## config.mk

```make
export PLATFORM = sky130hd
export DESIGN_NAME = wdr_top
export DESIGN_NICKNAME = d
export VERILOG_FILES = /design/src/wdr_pkg.sv /design/src/wdr_top.sv /design/src/wdr_timer.sv
export SDC_FILE = /design/constraint.sdc
export NUM_CORES = 1
export LEC_CHECK = 0
export ABC_AREA = 1
export BUFFER_PORTS_ARGS = -buffer_cell sky130_fd_sc_hd__buf_2
export CAP_MARGIN = 20
export CORE_UTILIZATION = 51
export DETAILED_ROUTE_END_ITERATION = 12
export GPL_TIMING_DRIVEN = 1
export PLACE_DENSITY = 0.81
export SYNTH_ARGS = -nofsm -noshare
export SYNTH_HDL_FRONTEND = slang
export SYNTH_SLANG_ARGS = --single-unit
```

## constraint.sdc

```tcl
create_clock -name sys_clk -period 2.72 [get_ports sys_clk]
set_input_delay 0.544 -clock sys_clk [delete_from_list [all_inputs] [get_ports sys_clk]]
set_output_delay 0.544 -clock sys_clk [all_outputs]
set_load 0.005 [all_outputs]
```

## src/wdr_pkg.sv

```systemverilog
// package: register map, field layout and shared types of the watchdog block
package wdr_pkg;

    // ----------------------------------------------------------------
    // register map (byte addresses, one aligned word each)
    // ----------------------------------------------------------------
    localparam logic [7:0] IDX_WDOG_CTRL = 8'h30;
    localparam logic [7:0] IDX_RESET_CAUSE = 8'h35;
    localparam logic [7:0] ADDR_WDOG_CTRL = {IDX_WDOG_CTRL[5:0], 2'b00};
    localparam logic [7:0] ADDR_RESET_CAUSE = {IDX_RESET_CAUSE[5:0], 2'b00};
    localparam logic [7:0] ADDR_UNLOCK = 8'hE0;
    localparam logic [7:0] ADDR_IRQ_STATUS = 8'hE4;
    localparam logic [7:0] ADDR_IRQ_MASK = 8'hE8;

    // ----------------------------------------------------------------
    // field positions and reset values
    // ----------------------------------------------------------------
    localparam int CTRL_FLAG_BIT = 7;
    localparam int CTRL_IE_BIT = 6;
    localparam int CTRL_SEL3_BIT = 5;
    localparam int CTRL_EN_BIT = 3;
    localparam int RC_POWERUP = 0;
    localparam int RC_PIN = 1;
    localparam int RC_BROWNOUT = 2;
    localparam int RC_WDOG = 3;
    localparam logic [3:0] RC_RESET_VAL = 4'h1;
    localparam logic [3:0] SEL_RESET_VAL = 4'h0;
    localparam int IRQ_W = 3;
    localparam int IRQ_TIMEOUT = 0;
    localparam int IRQ_WDOG_RST = 1;
    localparam int IRQ_REFUSED = 2;

    // ----------------------------------------------------------------
    // protection, timing and counter constants
    // ----------------------------------------------------------------
    localparam logic [7:0] UNLOCK_SIGNATURE = 8'hD8;
    localparam logic [2:0] UNLOCK_WINDOW_CYC = 3'h4;
    localparam logic [3:0] SEL_LAST_VALID = 4'h9;
    localparam int CNT_W = 18;
    localparam logic [18:0] CNT_BASE = 19'h00200;
    localparam logic [1:0] RESP_OKAY = 2'h0;
    localparam logic [1:0] RESP_DECERR = 2'h3;

    // ----------------------------------------------------------------
    // types
    // ----------------------------------------------------------------
    typedef enum logic [4:0] {
        REG_NONE = 5'h00,
        REG_CTRL = 5'h01,
        REG_RC = 5'h02,
        REG_UNLOCK = 5'h04,
        REG_IRQ_ST = 5'h08,
        REG_IRQ_MK = 5'h10
    } wdr_reg_e;

    typedef struct packed {
        logic chip;
        logic pin;
        logic brownout;
    } wdr_rst_src_s;

    typedef struct packed {
        logic restart;
        logic vector_taken;
        logic global_ie;
    } wdr_cpu_s;

    function automatic wdr_reg_e wdr_decode(input logic [7:0] addr);
        unique case (addr)
            ADDR_WDOG_CTRL: return REG_CTRL;
            ADDR_RESET_CAUSE: return REG_RC;
            ADDR_UNLOCK: return REG_UNLOCK;
            ADDR_IRQ_STATUS: return REG_IRQ_ST;
            ADDR_IRQ_MASK: return REG_IRQ_MK;
            default: return REG_NONE;
        endcase
    endfunction

    // reserved codes fold onto the longest legal period
    function automatic logic [3:0] wdr_sel_map(input logic [3:0] sel);
        return (sel > SEL_LAST_VALID) ? SEL_LAST_VALID : sel;
    endfunction

    function automatic logic [CNT_W-1:0] wdr_period_last(input logic [3:0] sel);
        logic [18:0] p;
        p = (CNT_BASE << wdr_sel_map(sel)) - 19'h00001;
        return p[CNT_W-1:0];
    endfunction

endpackage

```

## src/wdr_top.sv

```systemverilog
// watchdog control, unlock sequence and reset-cause flags behind an axi4-lite slave
module wdr_top (
    // clock and reset
    input wire logic sys_clk,
    input wire logic sys_rst,
    // axi4-lite write channels
    input wire logic [7:0] s_axi_awaddr,
    input wire logic [2:0] s_axi_awprot,
    input wire logic s_axi_awvalid,
    output logic s_axi_awready,
    input wire logic [31:0] s_axi_wdata,
    input wire logic [3:0] s_axi_wstrb,
    input wire logic s_axi_wvalid,
    output logic s_axi_wready,
    output logic [1:0] s_axi_bresp,
    output logic s_axi_bvalid,
    input wire logic s_axi_bready,
    // axi4-lite read channels
    input wire logic [7:0] s_axi_araddr,
    input wire logic [2:0] s_axi_arprot,
    input wire logic s_axi_arvalid,
    output logic s_axi_arready,
    output logic [31:0] s_axi_rdata,
    output logic [1:0] s_axi_rresp,
    output logic s_axi_rvalid,
    input wire logic s_axi_rready,
    // watchdog environment
    input wire logic osc_tick,
    input wire logic always_on_fuse,
    input wire wdr_pkg::wdr_rst_src_s rst_src,
    input wire wdr_pkg::wdr_cpu_s cpu,
    // requests out
    output logic wdog_irq_req,
    output logic wdog_reset_req,
    output logic irq
);
    import wdr_pkg::*;

    // ----------------------------------------------------------------
    // state
    // ----------------------------------------------------------------
    logic level2;
    logic en;
    logic ie;
    logic flag;
    logic [3:0] sel;
    logic [2:0] window_cnt;
    logic [3:0] rc_flags;
    logic [IRQ_W-1:0] irq_status;
    logic [IRQ_W-1:0] irq_mask;
    logic [7:0] aw_addr;
    logic [7:0] w_byte;
    logic w_lane0;

    // ----------------------------------------------------------------
    // decode and next values
    // ----------------------------------------------------------------
    wire wdr_reg_e wr_reg = wdr_decode(aw_addr);
    wire wdr_reg_e rd_reg = wdr_decode(s_axi_araddr);
    wire wr_fire = !s_axi_awready && !s_axi_wready && !s_axi_bvalid;
    wire wr_any = wr_fire && w_lane0;
    wire wr_ctrl = wr_any && (wr_reg == REG_CTRL);
    wire wr_rc = wr_any && (wr_reg == REG_RC);
    wire wr_unlock = wr_any && (wr_reg == REG_UNLOCK);
    wire wr_irq_st = wr_any && (wr_reg == REG_IRQ_ST);
    wire wr_irq_mk = wr_any && (wr_reg == REG_IRQ_MK);
    wire [3:0] w_sel = {w_byte[CTRL_SEL3_BIT], w_byte[2:0]};
    wire unlocked = (window_cnt != 3'h0);
    wire chip = rst_src.chip;

    wire en_eff = en || level2;
    wire running = en_eff || ie;
    wire timeout;
    wire timer_clear = sys_rst || chip || cpu.restart || !running;
    wire to_irq = timeout && ie;
    wire to_reset = timeout && en_eff && !ie;

    wire refused = wr_ctrl && !unlocked
        && ((!level2 && en && !w_byte[CTRL_EN_BIT]) || (level2 && (w_sel != sel)));

    // enable set freely; clear only unlocked
    wire next_en = chip ? 1'b0
        : (wr_ctrl && !level2 && w_byte[CTRL_EN_BIT]) ? 1'b1
        : (wr_ctrl && !level2 && unlocked) ? 1'b0 : en;
    wire [3:0] next_sel = chip ? SEL_RESET_VAL
        : (wr_ctrl && (!level2 || unlocked)) ? w_sel : sel;
    // first time-out drops irq enable while reset is enabled; a write in that cycle wins
    wire next_ie = chip ? 1'b0 : wr_ctrl ? w_byte[CTRL_IE_BIT]
        : (to_irq && en_eff) ? 1'b0 : ie;
    wire next_flag = chip ? 1'b0 : to_irq ? 1'b1
        : (cpu.vector_taken || (wr_ctrl && w_byte[CTRL_FLAG_BIT])) ? 1'b0 : flag;
    // signature opens window; one control write or expiry closes it
    wire [2:0] next_window = chip ? 3'h0
        : (wr_unlock && (w_byte == UNLOCK_SIGNATURE)) ? UNLOCK_WINDOW_CYC
        : wr_ctrl ? 3'h0 : unlocked ? window_cnt - 3'h1 : window_cnt;

    wire [3:0] rc_set = {to_reset, rst_src.brownout, rst_src.pin, 1'b0};
    wire [3:0] rc_clr = wr_rc ? ~w_byte[3:0] : 4'h0;
    wire [3:0] next_rc;
    genvar gi;
    generate
        for (gi = 0; gi < 4; gi++) begin : g_rc
            assign next_rc[gi] = rc_set[gi] || (rc_flags[gi] && !rc_clr[gi]);
        end
    endgenerate

    wire [IRQ_W-1:0] irq_evt = {refused, to_reset, to_irq};
    wire [IRQ_W-1:0] irq_clr = wr_irq_st ? w_byte[IRQ_W-1:0] : '0;
    wire [IRQ_W-1:0] next_irq_status = irq_evt | (irq_status & ~irq_clr);
    wire [IRQ_W-1:0] next_irq_mask = wr_irq_mk ? w_byte[IRQ_W-1:0] : irq_mask;

    // bit 4 and upper cause bits read zero
    wire [7:0] ctrl_rd = {flag, ie, sel[3], 1'b0, en_eff, sel[2:0]};
    wire [7:0] rd_byte = (rd_reg == REG_CTRL) ? ctrl_rd
        : (rd_reg == REG_RC) ? {4'h0, rc_flags}
        : (rd_reg == REG_IRQ_ST) ? {5'h00, irq_status}
        : (rd_reg == REG_IRQ_MK) ? {5'h00, irq_mask} : 8'h00;
    wire [1:0] rd_resp = (rd_reg == REG_NONE) ? RESP_DECERR : RESP_OKAY;
    wire [1:0] wr_resp = (wr_reg == REG_NONE) ? RESP_DECERR : RESP_OKAY;

    // ----------------------------------------------------------------
    // period counter
    // ----------------------------------------------------------------
    wdr_timer u_timer (
        .sys_clk(sys_clk),
        .clear(timer_clear),
        .osc_tick(osc_tick),
        .select(sel),
        .timeout(timeout)
    );

    // ----------------------------------------------------------------
    // fuse capture
    // ----------------------------------------------------------------
    // level latched while reset is held
    always_ff @(posedge sys_clk) begin
        if (sys_rst) begin
            level2 <= always_on_fuse;
        end
    end

    // ----------------------------------------------------------------
    // control and flag registers
    // ----------------------------------------------------------------
    // power-up leaves only bit 0 set
    always_ff @(posedge sys_clk) begin
        if (sys_rst) begin
            en <= 1'b0;
            ie <= 1'b0;
            flag <= 1'b0;
            sel <= SEL_RESET_VAL;
            window_cnt <= 3'h0;
            rc_flags <= RC_RESET_VAL;
            irq_status <= '0;
            irq_mask <= '0;
        end else begin
            en <= next_en;
            ie <= next_ie;
            flag <= next_flag;
            sel <= next_sel;
            window_cnt <= next_window;
            rc_flags <= next_rc;
            irq_status <= next_irq_status;
            irq_mask <= next_irq_mask;
        end
    end

    // ----------------------------------------------------------------
    // request outputs
    // ----------------------------------------------------------------
    always_ff @(posedge sys_clk) begin
        if (sys_rst) begin
            wdog_irq_req <= 1'b0;
            wdog_reset_req <= 1'b0;
            irq <= 1'b0;
        end else begin
            wdog_irq_req <= flag && ie && cpu.global_ie;
            wdog_reset_req <= to_reset;
            irq <= |(irq_status & irq_mask);
        end
    end

    // ----------------------------------------------------------------
    // axi4-lite slave
    // ----------------------------------------------------------------
    // address and data are latched independently, so either may come first
    always_ff @(posedge sys_clk) begin
        if (sys_rst) begin
            s_axi_awready <= 1'b1;
            s_axi_wready <= 1'b1;
            s_axi_bvalid <= 1'b0;
            s_axi_bresp <= RESP_OKAY;
            aw_addr <= 8'h00;
            w_byte <= 8'h00;
            w_lane0 <= 1'b0;
        end else begin
            if (s_axi_awvalid && s_axi_awready) begin
                aw_addr <= s_axi_awaddr;
                s_axi_awready <= 1'b0;
            end
            if (s_axi_wvalid && s_axi_wready) begin
                w_byte <= s_axi_wdata[7:0];
                w_lane0 <= s_axi_wstrb[0];
                s_axi_wready <= 1'b0;
            end
            if (wr_fire) begin
                s_axi_bvalid <= 1'b1;
                s_axi_bresp <= wr_resp;
            end else if (s_axi_bvalid && s_axi_bready) begin
                s_axi_bvalid <= 1'b0;
                s_axi_awready <= 1'b1;
                s_axi_wready <= 1'b1;
            end
        end
    end

    always_ff @(posedge sys_clk) begin
        if (sys_rst) begin
            s_axi_arready <= 1'b1;
            s_axi_rvalid <= 1'b0;
            s_axi_rdata <= 32'h00000000;
            s_axi_rresp <= RESP_OKAY;
        end else if (s_axi_arvalid && s_axi_arready) begin
            s_axi_arready <= 1'b0;
            s_axi_rvalid <= 1'b1;
            s_axi_rdata <= {24'h000000, rd_byte};
            s_axi_rresp <= rd_resp;
        end else if (s_axi_rvalid && s_axi_rready) begin
            s_axi_rvalid <= 1'b0;
            s_axi_arready <= 1'b1;
        end
    end

    // ----------------------------------------------------------------
    // checks
    // ----------------------------------------------------------------
    a_level1_free_enable: assert property (
        @(posedge sys_clk) disable iff (sys_rst || chip)
        (wr_ctrl && !level2 && w_byte[CTRL_EN_BIT]) |=> en ##0 ctrl_rd[CTRL_EN_BIT]
    ) else $error("level 1 enable write not taken");

    a_unlock_opens_window: assert property (
        @(posedge sys_clk) disable iff (sys_rst || chip)
        (wr_unlock && (w_byte == UNLOCK_SIGNATURE)) |=> (window_cnt == 3'h4)
            ##1 (window_cnt == 3'h3 || window_cnt == 3'h0)
    ) else $error("unlock window not opened for four cycles");

    a_level2_reads_one: assert property (
        @(posedge sys_clk) disable iff (sys_rst)
        level2 |-> ctrl_rd[CTRL_EN_BIT] && running
    ) else $error("level 2 watchdog not running");

    a_level2_sel_locked: assert property (
        @(posedge sys_clk) disable iff (sys_rst || chip)
        (level2 && wr_ctrl && !unlocked) |=> (sel == $past(sel))
    ) else $error("level 2 select changed without unlock");

    a_locked_no_disable: assert property (
        @(posedge sys_clk) disable iff (sys_rst || chip)
        (!level2 && en && wr_ctrl && !unlocked && !w_byte[CTRL_EN_BIT])
            |=> en ##0 irq_status[IRQ_REFUSED]
    ) else $error("locked disable was not refused");

    a_pin_flag_sets: assert property (
        @(posedge sys_clk) disable iff (sys_rst)
        rst_src.pin |=> rc_flags[RC_PIN]
    ) else $error("pin reset flag not set");

    a_powerup_flag_holds: assert property (
        @(posedge sys_clk) disable iff (sys_rst)
        (rc_flags[RC_POWERUP] && !(wr_rc && !w_byte[RC_POWERUP])) |=> rc_flags[RC_POWERUP]
    ) else $error("power-up flag lost without a zero write");

    a_timeout_sets_flag: assert property (
        @(posedge sys_clk) disable iff (sys_rst || chip)
        to_irq |=> flag ##1 (wdog_irq_req == ($past(ie) && $past(cpu.global_ie)))
    ) else $error("time-out flag or request wrong");

    a_ie_auto_clear: assert property (
        @(posedge sys_clk) disable iff (sys_rst || chip)
        (to_irq && en_eff && !wr_ctrl) |=> !ie ##0 flag ##0 !wdog_reset_req
    ) else $error("irq enable not dropped on first time-out");

    a_reset_on_timeout: assert property (
        @(posedge sys_clk) disable iff (sys_rst)
        to_reset |=> wdog_reset_req ##0 rc_flags[RC_WDOG] ##1 !wdog_reset_req
    ) else $error("reset time-out not reported");

endmodule // wdr_top

```

## src/wdr_timer.sv

```systemverilog
// watchdog period counter, advanced by the low-power oscillator tick
module wdr_timer (
    // clock
    input wire logic sys_clk,
    // control
    input wire logic clear,
    input wire logic osc_tick,
    input wire logic [3:0] select,
    // result
    output logic timeout
);
    import wdr_pkg::*;

    logic [CNT_W-1:0] count;
    logic [CNT_W-1:0] last;

    assign last = wdr_period_last(select);
    assign timeout = osc_tick && !clear && (count == last);

    always_ff @(posedge sys_clk) begin
        if (clear || timeout) begin
            count <= '0;
        end else if (osc_tick) begin
            count <= count + 1'b1;
        end
    end

    a_tick_only_count: assert property (
        @(posedge sys_clk) disable iff (clear)
        !osc_tick |=> (count == $past(count))
    ) else $error("counter moved without an oscillator tick");

    a_timeout_at_period: assert property (
        @(posedge sys_clk) disable iff (clear)
        timeout |-> (count == wdr_period_last(select)) ##1 (count == '0)
    ) else $error("time-out not at the selected period");

    a_clear_zeroes: assert property (
        @(posedge sys_clk)
        clear |=> (count == '0)
    ) else $error("counter not cleared");

endmodule // wdr_timer

```

# After elaboration in Yosys (flattened, before gate mapping)
# Cells that the tools add are included.
totals:
  register_bits: 76
  input_bits: 73
  word_cells: 162
classes:
  n_addsub: 3
  n_lt_le_gt_ge: 1
  n_eq_ne: 22
  shifts: 1
  n_mux: 32
  bitwise_logic: 5
  n_reduce_logical: 73
op_table:
  columns: ["op", "n"]
  rows:
  - ["$eq 8x8->1 const B", 11]
  - ["$pmux 5 s5", 2]
  - ["$logic_and 1x1->1", 36]
  - ["$add 18x1->18 const B", 1]
  - ["$eq 18x18->1", 1]
  - ["$mux 1", 18]
  - ["$mux 3", 6]
  - ["$shl 10x4->18 const A", 1]
  - ["$sub 18x1->18 const B", 1]
  - ["$logic_not 1->1", 13]
  - ["$logic_or 1x1->1", 12]
  - ["$mux 4", 3]
  - ["$eq 5x1->1 const B", 2]
  - ["$eq 5x2->1 const B", 2]
  - ["$eq 5x4->1 const B", 2]
  - ["$eq 5x5->1 const B", 2]
  - ["$logic_not 5->1", 2]
  - ["$reduce_bool 2->1", 5]
  - ["$mux 8", 1]
  - ["$and 3x3->3", 2]
  - ["$reduce_bool 3->1", 2]
  - ["$eq 5x3->1 const B", 1]
  - ["$gt 4x4->1 const B", 1]
  - ["$mux 2", 2]
  - ["other kinds (8)", 8]

# Logic depth before layout (Yosys ltp)
depth:
  depth_word: 11
  ltp_mapped: 16
  ltp_nobuf: 15

# By module
# A second synthesis with hierarchy kept.
unflattened:
  hier_cells: 545
  area_unflattened_um2: 3907.5
modules_own_cells:
  columns: ["mod", "n_inst", "cells_each", "area_per_inst_um2"]
  rows:
  - ["wdr_top", 1, 381, 2707.6]
  - ["wdr_timer", 1, 164, 1199.9]

# Worst setup path after synthesis
# OpenSTA, ideal clock, no wires.
synth_timing:
  kind: "reg2reg"
  start: "register sel[1]"
  end: "register u_timer.count[1]"
  setup_time_ps: 117
  arrival_ps: 1923
  path_slack_ps: 680
  path_stages_with_launch: 17
  cell_sequence: "dfxtp_1 -> buf_2 -> nor3_1 -> nand2_1 -> ha_1 -> inv_1 -> nand2_1 -> nand2_1 -> nor2_1 -> nand2_1 -> nor2_1 -> nand4_1 -> nor2_2 -> nand3_2 -> nand2_4 -> buf_6 -> nor2_1"
synth_via:
  elab_chain_len: 7
synth_lines:
  columns: ["item", "line_no", "rtl"]
  rows:
  - ["start, declared", "wdr_top.sv:46", "logic [3:0] sel;"]
  - ["start signal, assigned", "wdr_top.sv:160", "sel <= next_sel;"]
  - ["$gt 4x4->1", "wdr_pkg.sv:81", "return (sel > SEL_LAST_VALID) ? SEL_LAST_VALID : sel;"]
  - ["$mux 4 *", "wdr_pkg.sv:81", null]
  - ["$shl 10x4->18 *", "wdr_pkg.sv:86", "p = (CNT_BASE << wdr_sel_map(sel)) - 19'h00001;"]
  - ["$sub 18x1->18 *", "wdr_pkg.sv:86", null]
  - ["$eq 18x18->1 *", "wdr_timer.sv:18", "assign timeout = osc_tick && !clear && (count == last);"]
  - ["$logic_and 1x1->1 *", "wdr_timer.sv:18", null]
  - ["$logic_or 1x1->1 *", "wdr_timer.sv:21", "if (clear || timeout) begin"]
  - ["end signal, assigned", "wdr_timer.sv:24", "count <= count + 1'b1;"]
  - ["end, declared", "wdr_timer.sv:14", "logic [CNT_W-1:0] count;"]
# Every way passes the cells marked *; elsewhere a longest branch is shown, timed or not.
# A chain may end at the register's enable or synchronous reset.

# Worst setup path after layout
layout_timing:
  start: "register sel[3]"
  end: "register u_timer.count[16]"
# Same word-level chain as after synthesis.

==> tab_implementation.tex <==
\begin{tabular}{lr}
\hline
Metric & Value \\
\hline
\multicolumn{2}{l}{\textbf{Synth}} \\
Most frequent cell after synthesis & sky130\_fd\_sc\_hd\_\_nand2\_1 \\
Summed instance area of the synthesized netlist & 3700 µm² \\
Synth top area share & 0.389 \\
Distinct cell type count of the synthesized netlist & 39 \\
Fraction of synthesis flops using an asynchronous set or reset pin & 0 \\
Cells after Synth & 512 \\
Area contributors post-synth & sky130\_fd\_sc\_hd\_\_dfxtp\_1 (39\%), sky130\_fd\_sc\_hd\_\_nand2\_1 (9.0\%), sky130\_fd\_sc\_hd\_\_nor2\_1 (6.3\%) \\
Seq cells post-synth & 73 \\
Synth area leader & sky130\_fd\_sc\_hd\_\_dfxtp\_1 \\
Post-synthesis sequential area ratio & 0.398 \\
Number of warnings issued by yosys & 0 \\
Post-synth EDFFs & 1 \\
Avg Synthesized Cell Area & 7.23 µm² \\
Primary FF master, synth & sky130\_fd\_sc\_hd\_\_dfxtp\_1 \\
List of most frequent post-synthesis cells & sky130\_fd\_sc\_hd\_\_nand2\_1 (89), sky130\_fd\_sc\_hd\_\_dfxtp\_1 (72), sky130\_fd\_sc\_hd\_\_nor2\_1 (62), sky130\_fd\_sc\_hd\_\_inv\_1 (59), sky130\_fd\_sc\_hd\_\_a21oi\_1 (39) \\
\multicolumn{2}{l}{\textbf{Critical path}} \\
Number of buffer and inverter stages on the critical path & 1 \\
Max incr delay on CP & 0.64 ns \\
Worst setup EP type & register \\
Critical path type & reg2reg \\
Worst path required time & 2.96 ns \\
Worst setup path startpoint & sel[3] \\
Family of cells with the greatest summed delay on the critical path & simple AND/OR/NAND/NOR gates \\
FF-to-FF Start & sel[3] \\
Peak fanout along the critical path & 18 \\
Launching element type of the critical path & register \\
Critical Path Most Common Cell & sky130\_fd\_sc\_hd\_\_nand2\_1 \\
List of cells traversed by the critical path & inv\_2, nand2\_1, ha\_1, nand2\_1, nand2\_1, nor2\_1, nand2\_1, nor2\_1, nand4\_1, nor2\_2, nand3\_2, nand2\_4, nor2\_1 \\
Data arrival time of the worst path & 2.52 ns \\
Cell with the largest stage delay on the worst path & sky130\_fd\_sc\_hd\_\_dfxtp\_1 \\
\multicolumn{2}{l}{\textbf{Clock tree}} \\
Maximum number of buffers from clock root to sink & 2 \\
Post-cts hold buffer count & 0 \\
Post-CTS setup buffers & 0 \\
H-Tree Depth & 3 \\
Clock tree from TritonCTS & built \\
Post-cts sizing count & 0 \\
Root Driver & sky130\_fd\_sc\_hd\_\_clkbuf\_8 \\
Clock sink total & 73 \\
Clock-pin slew of the registers on the worst-case setup and hold paths & 0.08 ns \\
Clock network latency to the later pin of the worst-skew pair & 0.35 ns \\
Num CTS Buffers & 9 \\
\multicolumn{2}{l}{\textbf{Floorplan}} \\
Initial cell density of the core & 0.536 \\
Horizontal extent of the die & 87.2 µm \\
Die area & 7600 µm² \\
I/O pin total & 117 \\
Core box area & 6910 µm² \\
Chip Height & 87.2 µm \\
Number of rows created at floorplan & 30 \\
\multicolumn{2}{l}{\textbf{Routing}} \\
WL final & 7.89 mm \\
Number of DRC markers in iteration 0 & 227 \\
Ratio of routed vias to standard cells & 5.03 \\
Post-route DRC violation count & 0 \\
ANT nets after route & 0 \\
Total number of vias & 3359 \\
Number of search-and-repair iterations in the first detailed-routing pass & 4 \\
Avg WL per Cell & 11.8 µm \\
\multicolumn{2}{l}{\textbf{Global routing}} \\
Pin count of the biggest net entering global routing & 32 \\
Total global routing overflow & 0 \\
Global-route wire length before repair & 13.0 mm \\
Number of global-route vias before repair & 3039 \\
Number of antenna violations at the first check in global routing & 0 \\
Aggregate global-route resource usage & 0.218 \\
\multicolumn{2}{l}{\textbf{STA}} \\
Min cycle time layout & 2.29 ns \\
Number of max-slew violations in the final report & 0 \\
Measured slew at the worst slew-check pin & 0.811 ns \\
Worst rel slew slack & 0.459 \\
Hold Slack & 0.380 ns \\
Number of hold violations in the final report & 0 \\
Post-Route Skew & 0.0131 ns \\
Top achievable clock speed & 0.438 GHz \\
Share of the clock period used by the worst path & 0.840 \\
Final setup violation count & 0 \\
Unrepaired setup endpoints after global routing & no \\
Final total negative setup slack & 0 ns \\
\multicolumn{2}{l}{\textbf{Hold path}} \\
Startpoint of the tightest hold check path & always\_on\_fuse \\
Worst Hold Class & in2reg \\
\multicolumn{2}{l}{\textbf{Placed design}} \\
Post-DP Area & 3940 µm² \\
Quantity of I/O buffers inserted on ports & 58 \\
Last weighted congestion value of the routability-driven placer & 0.853 \\
Post-DP HPWL & 5.88 mm \\
\multicolumn{2}{l}{\textbf{Cells and area}} \\
Final core area utilization & 0.603 \\
Area delta synth->final & 12.5\% \\
Number of filler cells placed in the layout & 636 \\
Total Nets Final & 644 \\
Share of post-route cells with drive strength above 1 & 0.161 \\
Antenna cells & 0 \\
Final instance area & 4160 µm² \\
\multicolumn{2}{l}{\textbf{Run}} \\
Number of max-cap violations & 0 \\
\multicolumn{2}{l}{\textbf{Power}} \\
Static leakage & 1.79 nW \\
Maximum ir drop on the vdd rail & 0.000343 V \\
Power Density & 535 nW/µm² \\
\multicolumn{2}{l}{\textbf{Run status}} \\
Outcome & finished, final reports clean \\
\hline
\end{tabular}
## path summary, 6_finish.rpt
| kind | depth (start not counted) | end | slack [ns] |
|---|---|---|---|
| max reg2reg | 13 | u_timer.count[16] | 0.43 |
| min reg2reg | 2 | s_axi_rdata[0] | 0.46 |
| min | 1 | level2 | 0.38 |
| max | 13 | u_timer.count[16] | 0.43 |
## per-stage QoR
step,instances,setup slack [ns],total power [mW]
2_1_floorplan,536,0.680,1.29
3_3_place_gp,652,0.508,1.33
3_5_place_dp,652,0.466,1.33
4_1_cts,668,0.435,2.24
5_1_grt,668,0.218,2.32
6_report,668,0.435,2.23
## layer usage
layer  track usage  vias to the layer above  wire, µm
met1         0.280                     1483      3610
met3        0.0455                       14       487
met2         0.360                      134      3660
li1              -                     1728         -
met5             0                        -         0
met4        0.0864                        0       135
## power by group
part / total [mW] / internal, mW / switching (mW)
Clock: 0.918 / 0.487 / 0.431
Combinational: 0.176 / 0.0651 / 0.110
Sequential: 1.13 / 1.11 / 0.0289
Total: 2.23 / 1.66 / 0.570
## worst register-to-register path, stage by stage (launching register included)
cell	delay, ns
sky130_fd_sc_hd__dfxtp_1	0.64
sky130_fd_sc_hd__inv_2	0.17
sky130_fd_sc_hd__nand2_1	0.13
sky130_fd_sc_hd__ha_1	0.25
sky130_fd_sc_hd__nand2_1	0.07
sky130_fd_sc_hd__nand2_1	0.05
sky130_fd_sc_hd__nor2_1	0.09
sky130_fd_sc_hd__nand2_1	0.06
sky130_fd_sc_hd__nor2_1	0.08
sky130_fd_sc_hd__nand4_1	0.10
sky130_fd_sc_hd__nor2_2	0.16
sky130_fd_sc_hd__nand3_2	0.11
sky130_fd_sc_hd__nand2_4	0.20
sky130_fd_sc_hd__nor2_1	0.07
## cell type report
type	instances	area, µm²	share of cell area
multi-input cells	363	1830	0.438
clock inverters	6	71.3	0.0171
inverters	61	229	0.0550
well taps	96	120	0.0288
repair buffers	59	298	0.0715
flip-flops and latches	73	1470	0.353
clock buffers	10	149	0.0358
## placed cells by master (no fill, tap or decap), types with 2 or more instances in the layout
| cell type | netlist | final |
|---|---|---|
| sky130_fd_sc_hd__buf_2 | 2 | 58 |
| sky130_fd_sc_hd__nor2_2 | 3 | 3 |
| sky130_fd_sc_hd__nand2_2 | 2 | 2 |
| sky130_fd_sc_hd__conb_1 | 1 | 25 |
| sky130_fd_sc_hd__xnor2_1 | 3 | 3 |
| sky130_fd_sc_hd__o21ai_0 | 37 | 37 |
| sky130_fd_sc_hd__nor2_4 | 2 | 2 |
| sky130_fd_sc_hd__dfxtp_1 | 72 | 72 |
| sky130_fd_sc_hd__clkinvlp_4 | 0 | 2 |
| sky130_fd_sc_hd__nand4_1 | 12 | 12 |
| sky130_fd_sc_hd__nor2_1 | 62 | 62 |
| sky130_fd_sc_hd__ha_1 | 4 | 4 |
| sky130_fd_sc_hd__nor3_2 | 2 | 2 |
| sky130_fd_sc_hd__inv_6 | 0 | 2 |
| sky130_fd_sc_hd__nor3_1 | 10 | 10 |
| sky130_fd_sc_hd__nand3_1 | 32 | 32 |
| sky130_fd_sc_hd__o211ai_1 | 8 | 8 |
| sky130_fd_sc_hd__a21oi_1 | 39 | 39 |
| sky130_fd_sc_hd__xor2_1 | 16 | 16 |
| sky130_fd_sc_hd__clkbuf_8 | 0 | 9 |
| sky130_fd_sc_hd__nand2_1 | 89 | 89 |
| sky130_fd_sc_hd__inv_2 | 2 | 2 |
| sky130_fd_sc_hd__a211oi_1 | 3 | 3 |
| sky130_fd_sc_hd__inv_1 | 59 | 59 |
## state kept, by name, indices dropped and copies added (netlist names), 3 cells and up
name	flops
irq_mask	3
aw_addr	8
sel	4
s_axi_rdata	7
u_timer.count	18
window_cnt	3
irq_status	3
rc_flags	4
w_byte	8
## kinds of logic after synthesis
| group | share of synthesized area |
|---|---|
| xor+xnor | 0.0450 |
| other cells | 0.00101 |
| compound gates | 0.134 |
| simple gates | 0.276 |
| buf+inv | 0.134 |
| flops | 0.398 |
| fa+ha+maj | 0.0135 |
No activity file was read; power rests on OpenSTA's default activity.
